<file path="src/pkg/ubr_pkg.sv">
package ubr_pkg;

  // Register offsets inside the eight-byte window
  localparam logic [2:0] OFF_DATA = 3'h0;
  localparam logic [2:0] OFF_IRQ_EN = 3'h1;
  localparam logic [2:0] OFF_EVT = 3'h2;
  localparam logic [2:0] OFF_SEL = 3'h3;
  localparam logic [2:0] OFF_MODEM_CTL = 3'h4;
  localparam logic [2:0] OFF_LINK_STAT = 3'h5;
  localparam logic [2:0] OFF_MODEM_STAT = 3'h6;
  localparam logic [2:0] OFF_SCRATCH = 3'h7;
  localparam logic [2:0] OFF_DIV_LO = 3'h0;
  localparam logic [2:0] OFF_DIV_HI = 3'h1;
  localparam logic [2:0] OFF_EXT_ONE = 3'h2;
  localparam logic [2:0] OFF_EXT_TWO = 3'h4;
  localparam logic [2:0] OFF_TX_LVL = 3'h6;
  localparam logic [2:0] OFF_RX_LVL = 3'h7;
  localparam logic [2:0] OFF_REV = 3'h0;
  localparam logic [2:0] OFF_LC_COPY = 3'h1;
  localparam logic [2:0] OFF_FC_COPY = 3'h2;

  // Field positions
  localparam int SEL_BIT = 7;
  localparam int SEL_SUB_BIT = 6;
  localparam int FIFO_EN_BIT = 0;
  localparam int EXT_MODE_BIT = 0;

  // Select byte codes for the extended and infrared banks
  localparam logic [7:0] SEL_BANK2 = 8'hE0;
  localparam logic [7:0] SEL_BANK3 = 8'hE4;
  localparam logic [7:0] SEL_BANK4 = 8'hE8;
  localparam logic [7:0] SEL_BANK5 = 8'hEC;
  localparam logic [7:0] SEL_BANK6 = 8'hF0;
  localparam logic [7:0] SEL_BANK7 = 8'hF4;

  // Reset values
  localparam logic [7:0] RST_BYTE = 8'h00;
  localparam logic [15:0] RST_DIV = 16'h0000;

  typedef enum logic [2:0] {
    BANK0 = 3'b000,
    BANK1 = 3'b001,
    BANK2 = 3'b010,
    BANK3 = 3'b011,
    BANK4 = 3'b100,
    BANK5 = 3'b101,
    BANK6 = 3'b110,
    BANK7 = 3'b111
  } ubr_bank_e;

  typedef enum logic [1:0] {
    MODE_PLAIN = 2'b00,
    MODE_FIFO = 2'b01,
    MODE_EXT = 2'b10
  } ubr_mode_e;

  // Control bytes handed to the UART datapath
  typedef struct packed {
    logic [7:0] irq_enable;
    logic [7:0] line_control;
    logic [7:0] modem_ctl;
    logic [7:0] fifo_control;
    logic [15:0] divisor;
    logic [7:0] ext_one;
    logic [7:0] ext_two;
    logic [7:0] scratch;
  } ubr_ctrl_s;

  // Status bytes supplied by the UART datapath
  typedef struct packed {
    logic [7:0] rx_data;
    logic [7:0] event_ident;
    logic [7:0] link_status;
    logic [7:0] modem_status;
    logic [7:0] tx_level;
    logic [7:0] rx_level;
  } ubr_stat_s;

endpackage

</file>
<file path="src/core/ubr_regmap.sv">
// The plain strobed port was chosen for this implementation.
`timescale 1ns/10ps
`default_nettype none

// What this block does
// - Port runs plain, FIFO or extended UART
// - Eight banks of eight byte offsets; banks 4-7 hold only the select byte
// - Same offsets 0-7, bank picks register
// - Select byte at offset 3 everywhere
// - Top bit set: bank 1, or banks 2-7 for the exact codes E0 to F4
// - Select byte decodes to banks 0-7
// - Bank 0 offset 2: ident read, FIFO write
// - Bank 1: legacy divisor bytes, rest reserved
// - Bank 2: divisor, extended controls, levels
// - Bank 3 offset 1: line control copy
// - Bank 3: FIFO control copy, revision
module ubr_regmap
  import ubr_pkg::*;
#(
  parameter logic [7:0] REVISION = 8'h00 // Arbitrary value
)
(
  input wire logic CLK_SYS,
  input wire logic RST_N,
  input wire logic CE,
  input wire logic [2:0] ADDR,
  input wire logic [7:0] WDATA,
  input wire logic WR_STB,
  input wire logic RD_STB,
  output logic [7:0] RDATA,
  input wire ubr_stat_s STAT,
  output ubr_ctrl_s CTRL,
  output logic [7:0] TX_DATA,
  output logic TX_LOAD,
  output logic RX_POP,
  output logic EVT_READ,
  output logic LINK_READ,
  output ubr_bank_e BANK,
  output ubr_mode_e MODE
);

  logic wr_en;
  logic rd_en;
  logic [7:0] sel_q;
  logic [7:0] line_control_q;
  ubr_bank_e bank_q;
  ubr_bank_e bank_d;
  logic [7:0] tx_data_q;
  logic tx_load_q;
  logic [7:0] fifo_control_q;
  logic [15:0] divisor_q;
  logic [7:0] irq_enable_q;
  logic [7:0] modem_ctl_q;
  logic [7:0] scratch_q;
  logic [7:0] ext_one_q;
  logic [7:0] ext_two_q;
  logic [7:0] rdata_q;
  logic [7:0] rdata_d;

  // Accesses only count while the clock enable is high
  assign wr_en = CE && WR_STB;
  assign rd_en = CE && RD_STB;

  // Decode of a byte written to the select offset
  always_comb
  begin
    bank_d = BANK1;
    if (!WDATA[SEL_BIT])
      bank_d = BANK0;
    else if (!WDATA[SEL_SUB_BIT])
      bank_d = BANK1;
    else if (WDATA[1] || WDATA[0])
      bank_d = BANK1;
    else if (WDATA == SEL_BANK2)
      bank_d = BANK2;
    else if (WDATA == SEL_BANK3)
      bank_d = BANK3;
    else if (WDATA == SEL_BANK4)
      bank_d = BANK4;
    else if (WDATA == SEL_BANK5)
      bank_d = BANK5;
    else if (WDATA == SEL_BANK6)
      bank_d = BANK6;
    else if (WDATA == SEL_BANK7)
      bank_d = BANK7;
  end

  // Select byte is decoded in every bank; line control takes it only with the top bit clear
  always_ff @(posedge CLK_SYS or negedge RST_N)
  begin
    if (!RST_N)
    begin
      sel_q <= RST_BYTE;
      line_control_q <= RST_BYTE;
      bank_q <= BANK0;
    end
    else if (wr_en && ADDR == OFF_SEL)
    begin
      sel_q <= WDATA;
      bank_q <= bank_d;
      if (!WDATA[SEL_BIT])
        line_control_q <= WDATA;
    end
  end

  // Transmit data register and its load pulse
  always_ff @(posedge CLK_SYS or negedge RST_N)
  begin
    if (!RST_N)
    begin
      tx_data_q <= RST_BYTE;
      tx_load_q <= 1'b0;
    end
    else if (CE)
    begin
      tx_load_q <= 1'b0;
      if (wr_en && bank_q == BANK0 && ADDR == OFF_DATA)
      begin
        tx_data_q <= WDATA;
        tx_load_q <= 1'b1;
      end
    end
  end

  // Write-only FIFO control, kept for the read-back copy
  always_ff @(posedge CLK_SYS or negedge RST_N)
  begin
    if (!RST_N)
      fifo_control_q <= RST_BYTE;
    else if (wr_en && bank_q == BANK0 && ADDR == OFF_EVT)
      fifo_control_q <= WDATA;
  end

  // One divisor, reached through the legacy and the extended bank
  always_ff @(posedge CLK_SYS or negedge RST_N)
  begin
    if (!RST_N)
      divisor_q <= RST_DIV;
    else if (wr_en && (bank_q == BANK1 || bank_q == BANK2))
    begin
      if (ADDR == OFF_DIV_LO)
        divisor_q[7:0] <= WDATA;
      else if (ADDR == OFF_DIV_HI)
        divisor_q[15:8] <= WDATA;
    end
  end

  // Plain read/write bytes of bank 0
  always_ff @(posedge CLK_SYS or negedge RST_N)
  begin
    if (!RST_N)
    begin
      irq_enable_q <= RST_BYTE;
      modem_ctl_q <= RST_BYTE;
      scratch_q <= RST_BYTE;
    end
    else if (wr_en && bank_q == BANK0)
    begin
      if (ADDR == OFF_IRQ_EN)
        irq_enable_q <= WDATA;
      if (ADDR == OFF_MODEM_CTL)
        modem_ctl_q <= WDATA;
      if (ADDR == OFF_SCRATCH)
        scratch_q <= WDATA;
    end
  end

  // Extended control bytes of bank 2
  always_ff @(posedge CLK_SYS or negedge RST_N)
  begin
    if (!RST_N)
    begin
      ext_one_q <= RST_BYTE;
      ext_two_q <= RST_BYTE;
    end
    else if (wr_en && bank_q == BANK2)
    begin
      if (ADDR == OFF_EXT_ONE)
        ext_one_q <= WDATA;
      if (ADDR == OFF_EXT_TWO)
        ext_two_q <= WDATA;
    end
  end

  // Read mux: the same offset means a different byte per bank
  always_comb
  begin
    rdata_d = RST_BYTE;
    if (ADDR == OFF_SEL)
      rdata_d = sel_q;
    else
    begin
      unique case (bank_q)
        BANK0:
        begin
          unique case (ADDR)
            OFF_DATA: rdata_d = STAT.rx_data;
            OFF_IRQ_EN: rdata_d = irq_enable_q;
            OFF_EVT: rdata_d = STAT.event_ident;
            OFF_MODEM_CTL: rdata_d = modem_ctl_q;
            OFF_LINK_STAT: rdata_d = STAT.link_status;
            OFF_MODEM_STAT: rdata_d = STAT.modem_status;
            OFF_SCRATCH: rdata_d = scratch_q;
            default: rdata_d = RST_BYTE;
          endcase
        end
        BANK1:
        begin
          if (ADDR == OFF_DIV_LO)
            rdata_d = divisor_q[7:0];
          else if (ADDR == OFF_DIV_HI)
            rdata_d = divisor_q[15:8];
        end
        BANK2:
        begin
          unique case (ADDR)
            OFF_DIV_LO: rdata_d = divisor_q[7:0];
            OFF_DIV_HI: rdata_d = divisor_q[15:8];
            OFF_EXT_ONE: rdata_d = ext_one_q;
            OFF_EXT_TWO: rdata_d = ext_two_q;
            OFF_TX_LVL: rdata_d = STAT.tx_level;
            OFF_RX_LVL: rdata_d = STAT.rx_level;
            default: rdata_d = RST_BYTE;
          endcase
        end
        BANK3:
        begin
          if (ADDR == OFF_REV)
            rdata_d = REVISION;
          else if (ADDR == OFF_LC_COPY)
            rdata_d = line_control_q;
          else if (ADDR == OFF_FC_COPY)
            rdata_d = fifo_control_q;
        end
        default: rdata_d = RST_BYTE; // Infrared banks live elsewhere
      endcase
    end
  end

  // Read data stands after the strobe until the next edge with the clock enable high
  always_ff @(posedge CLK_SYS or negedge RST_N)
  begin
    if (!RST_N)
      rdata_q <= RST_BYTE;
    else if (CE)
      rdata_q <= rd_en ? rdata_d : RST_BYTE;
  end

  // Read side effects toward the datapath
  assign RX_POP = rd_en && bank_q == BANK0 && ADDR == OFF_DATA;
  assign EVT_READ = rd_en && bank_q == BANK0 && ADDR == OFF_EVT;
  assign LINK_READ = rd_en && bank_q == BANK0 && ADDR == OFF_LINK_STAT;

  // Operating mode from the extended flag and the FIFO enable
  always_comb
  begin
    if (ext_one_q[EXT_MODE_BIT])
      MODE = MODE_EXT;
    else if (fifo_control_q[FIFO_EN_BIT])
      MODE = MODE_FIFO;
    else
      MODE = MODE_PLAIN;
  end

  // Outputs
  assign RDATA = rdata_q;
  assign TX_DATA = tx_data_q;
  assign TX_LOAD = tx_load_q;
  assign BANK = bank_q;
  assign CTRL.irq_enable = irq_enable_q;
  assign CTRL.line_control = line_control_q;
  assign CTRL.modem_ctl = modem_ctl_q;
  assign CTRL.fifo_control = fifo_control_q;
  assign CTRL.divisor = divisor_q;
  assign CTRL.ext_one = ext_one_q;
  assign CTRL.ext_two = ext_two_q;
  assign CTRL.scratch = scratch_q;
endmodule

`default_nettype wire

</file>
<file path="config.mk">
export PLATFORM = sky130hd
export DESIGN_NAME = ubr_regmap
export DESIGN_NICKNAME = d
export VERILOG_FILES = /design/src/pkg/ubr_pkg.sv /design/src/core/ubr_regmap.sv
export SDC_FILE = /design/constraint.sdc
export NUM_CORES = 1
export LEC_CHECK = 0
export BUFFER_PORTS_ARGS = -buffer_cell sky130_fd_sc_hd__buf_2
export CORE_MARGIN = 5
export CORE_UTILIZATION = 48
export CTS_BUF_LIST = sky130_fd_sc_hd__clkbuf_2 sky130_fd_sc_hd__clkbuf_4 sky130_fd_sc_hd__clkbuf_8
export DETAILED_ROUTE_END_ITERATION = 8
export MAX_ROUTING_LAYER = met4
export PLACE_DENSITY = 0.78
export SLEW_MARGIN = 20
export SYNTH_ARGS = -nofsm -noshare
export SYNTH_HDL_FRONTEND = slang
export SYNTH_SLANG_ARGS = --single-unit
</file>
<file path="constraint.sdc">
create_clock -name CLK_SYS -period 1.7 [get_ports CLK_SYS]
set_input_delay 0.17 -clock CLK_SYS [delete_from_list [all_inputs] [get_ports CLK_SYS]]
set_output_delay 0.17 -clock CLK_SYS [all_outputs]
set_load 0.01 [all_outputs]
</file>
# == Yosys cells after proc, flatten, opt, wreduce, memory -nomap -nowiden ==
# Index checks and enable logic that the tools add are counted.
# Widths: inputs -> output; s select.
# classes
addsub,0
mul,0
div,0
order_cmp,0
eq_ne,16
n_shift,0
mux,22
bitwise_logic,2
n_reduce_logical,25
# op_table
operator,n
$mux 8,7
$pmux 8 s7,1
$eq 8x8->1 const B,6
$pmux 8 s6,1
$pmux 8 s4,1
$mux 3,9
$reduce_and 2->1,8
$eq 3x2->1 const B,4
$eq 3x3->1 const B,4
$logic_and 1x1->1,12
$eq 3x1->1 const B,2
$logic_not 3->1,2
$reduce_and 3->1,1
$logic_or 1x1->1,2
$mux 1,2
$mux 2,1
$not 1->1,2
# word_totals
reg_bits,99
latch_bits,0
ramBits,0
mem_bits_ro,0
inputBits,64
output_inout_bits,97
word_cells,79
n_memories,0

# == Depth between registers and ports, before layout ==
# logic_depth
ltp_word,10
ltp_mapped,9

# == Worst setup path after synthesis ==
# OpenSTA, ideal clock, no wires.
# synth_path
path_type,register to register
start,"register bank_q[1], in the netlist BANK[1]"
end,"register tx_data_q[0], in the netlist TX_DATA[0]"
setup_ps,125
arrival_ps,1624
required_time_ps,1575
setup_slack_ps,-49
stages_incl_launch_ff,7
period_less_slack_ps,1749
path_cell_list,dfrtp_1 buf_4 nor2_4 nand2_2 or3_1 buf_6 mux2_4
# synth_via
elab_chain_len,4
# synth_lines
element,line_no,source
"start, declared",ubr_regmap.sv:46,ubr_bank_e bank_q;
"start signal, assigned",ubr_regmap.sv:100,bank_q <= bank_d;
$logic_not 3->1,ubr_regmap.sv:117,if (wr_en && bank_q == BANK0 && ADDR == OFF_DATA)
$logic_and 1x1->1 (2 in series),ubr_regmap.sv:117,
$reduce_and 2->1 (no line),n/a,
"end signal, assigned",ubr_regmap.sv:111,tx_data_q <= RST_BYTE;
"end signal, assigned",ubr_regmap.sv:119,tx_data_q <= WDATA;
"end, declared",ubr_regmap.sv:48,logic [7:0] tx_data_q;
# No other way between the ends.
# A chain may end at the register's enable or synchronous reset.

# == Worst setup path after layout ==
# layout_path
start,"register bank_q[2], in the netlist BANK[2]"
end,output port RX_POP
# layout_via
elab_chain_len,3
# layout_lines
element,line_no,source
$logic_not 3->1,ubr_regmap.sv:250,assign RX_POP = rd_en && bank_q == BANK0 && ADDR == OFF_DATA;
$logic_and 1x1->1 (2 in series),ubr_regmap.sv:250,
"end, declared",ubr_regmap.sv:35,"output logic RX_POP,"
# No other way between the ends.

==> out/qor.csv <==
metric;value;unit
grt total ovfl;0;
CTS H-Tree Depth;3;
Vias per Instance;5.80;
final WL;17.6;mm
CP Cell Sequence;buf_6 -> inv_4 -> nand4_1 -> nor3_2 -> buf_2;
setup ws final;-0.0336;ns
most instantiated library cell after synthesis;dfrtp_1;
Async S/R FF share, synth;1.00;
Die Ht;115;um
DIE AREA;0.0133;mm^2
drt pass-1 iters;5;
maximum vdd drop;0.459;mV
violated checks;setup timing;
Storage cell area;0.00248;mm^2
Clock Path Buffers;2;
Hold Path Class;in -> reg;
per-cell routed wire length;22.3;um
Syn Std Cell Area;0.00532;mm^2
hold slack;0.196;ns
number of max-cap violations;0;
crit path capture type;output pin;
Inst Count DP;769;
commonest cells in the netlist;dfrtp_1 (99), mux2_2 (62), nand2_1 (45);
drt drc;0;
Synth area leader;dfrtp_1;
root buf cell;clkbuf_8;
post-layout util;0.639;
Multi-input gate area;0.00268;mm^2
Die W;115;um
dpl cell area;0.00657;mm^2
Std-Cell Rows;38;
clock-pin transition on the worst setup and hold timing paths;0.09;ns
Netlist cell types;57;
initial antenna violation count;1;
initial core utilization;0.491;
ratio of cells with drive above 1 in the final layout;0.544;
PwrDens;953;mW/mm^2
All-Layer GR Usage;0.283;
vias in the first global route;4747;
final period utilization;1.02;
crit path max fanout;3;
ANT nets after route;0;
CP max stage delay;0.43;ns
cell area after layout;0.00692;mm^2
final hold vios;0;
Worst EP arrival;1.56;ns
fin. max-slew vios;0;
HPWL Detailed;13.0;mm
RSZ-0062 raised after global routing;yes;
Synth area leaders;dfrtp_1 (47%), mux2_2 (13%), mux2_4 (7.1%);
min Tclk post-route;1.73;ns
Layout fillers;876;
WP data required;1.53;ns
critical path class;reg -> out;
Synth Warn #;0;
Clock Sinks;99;
status;finished with violations;
Clock Skew;0.00440;ns
I/O Buffers;159;
first-pass GRT wire length;27.5;mm
Slew headroom;0.625;
Routability Congestion;0.951;
Layout area overhead;30.1;%
Synth Flop Type;dfrtp_1;
DRT iter0 DRCs;340;
setup TNS;-0.0336;ns
I/O pin count;161;
Startpoint Class;register;
Final nets;709;
Mapped Avg Cell Area;11.7;um^2
post-synthesis sequential area ratio;0.465;
fin cells;790;
CP Buf/Inv Count;3;
post-synth top area share;0.465;
f_max;577;MHz
Yosys reg bits;99;
Core ar.;0.0108;mm^2
Leak Pwr;3.62;nW
CP delay by family, top;flip-flops;
via count;4579;
Syn Nets;517;
Least-Margin Pin Slew;0.563;ns
EDFF count, synth;0;
Num CTS Buffers;9;
cell count after synthesis;453;
insertion delay of the later-clocked pin in the worst-skew pair;0.36;ns
CTS tree;built;
slowest CP cell;dfrtp_1;
number of setup violations in the final report;1;
largest net degree at the start of global routing;100;
==> metrics by stage <==
stage | total power [mW] | worst slack [ns]
finish | 6.60 | -0.0336
global route | 6.92 | -0.116
CTS | 6.59 | -0.0734
detailed placement | 4.97 | -0.0864
global placement | 4.92 | -0.0523
floorplan | 4.07 | -0.0278
==> power by group <==
part           internal [mW]  switching, mW
registers               2.75          0.341
logic                  0.992          0.937
clock network          0.786          0.790
==> cells in the final DEF, fill, tap and decap left out, types with 9 or more instances in the layout <==
master and count:
nand3_1 18, mux2_2 53, clkbuf_8 11, dfrtp_1 97, o21ai_0 13, a22o_1 9
mux2_4 34, buf_2 158, a21oi_1 9, nand2_1 45, buf_4 51, mux2i_1 19
==> cells by family (layout without fill, tap and decap cells) <==
kind of cell           Yosys count  after routing  share of synthesized area
XOR/XNOR                         3              3                    0.00494
AO/OA/AOI/OAI                   79             79                      0.103
AND/OR/NAND/NOR                116            116                      0.118
flip-flops                      99             99                      0.465
buffers and inverters           44            240                     0.0491
multiplexers                   111            111                      0.259
other                            1              2                   0.000705
==> final timing paths <==
check	startpoint	endpoint	slack (ns)	cells after the start
max	BANK[2]	RX_POP	-0.03	5
min	WDATA[6]	sel_q[6]	0.20	3
max reg2reg	BANK[0]	divisor_q[1]	0	7
min reg2reg	sel_q[6]	sel_q[6]	0.49	2
max in group asynchronous	RST_N	BANK[1]	0.83	3
min in group asynchronous	RST_N	scratch_q[0]	0.39	3
==> area by class of cell <==
type                       count  area share
inverter                       4     0.00253
sequential                    99       0.358
clock inverter                 2     0.00506
tap                          140      0.0253
antenna                        1    0.000361
timing repair buffer         221       0.198
clock buffer                  13      0.0240
multi-input combinational    310       0.387
==> worst reg2reg max path: stages, from the launching register on <==
cell and delay (ns):
dfrtp_2 0.45, buf_4 0.16, xor2_2 0.13, nand2_1 0.09, buf_4 0.15, nor3_4 0.11
buf_6 0.19, mux2_4 0.32
==> sequential cells by signal, summed over array words and instances (netlist names), 7 cells and up <==
name	count
RDATA	8
TX_DATA	8
divisor_q	16
ext_one_q	8
ext_two_q	8
fifo_control_q	8
irq_enable_q	8
line_control_q	7
modem_ctl_q	8
scratch_q	8
sel_q	8
==> layer usage <==
metal / vias up / global-route usage / wire, um
met5: - / - / 0
met4: 0 / 0.0986 / 472
met3: 35 / 0.0379 / 1120
met2: 217 / 0.432 / 8280
met1: 2293 / 0.390 / 7750
li1: 2034 / - / -
==> timing repair <==
action | in CTS | in global routing
hold buffers | 1 | 0
gates resized for setup | 18 | 13
setup endpoints to repair | 35 | 51
pin swaps | 7 | 6
endpoints found under the hold margin | 99 | 0
setup buffers | 5 | 1
No activity file was read; power rests on OpenSTA's default activity.
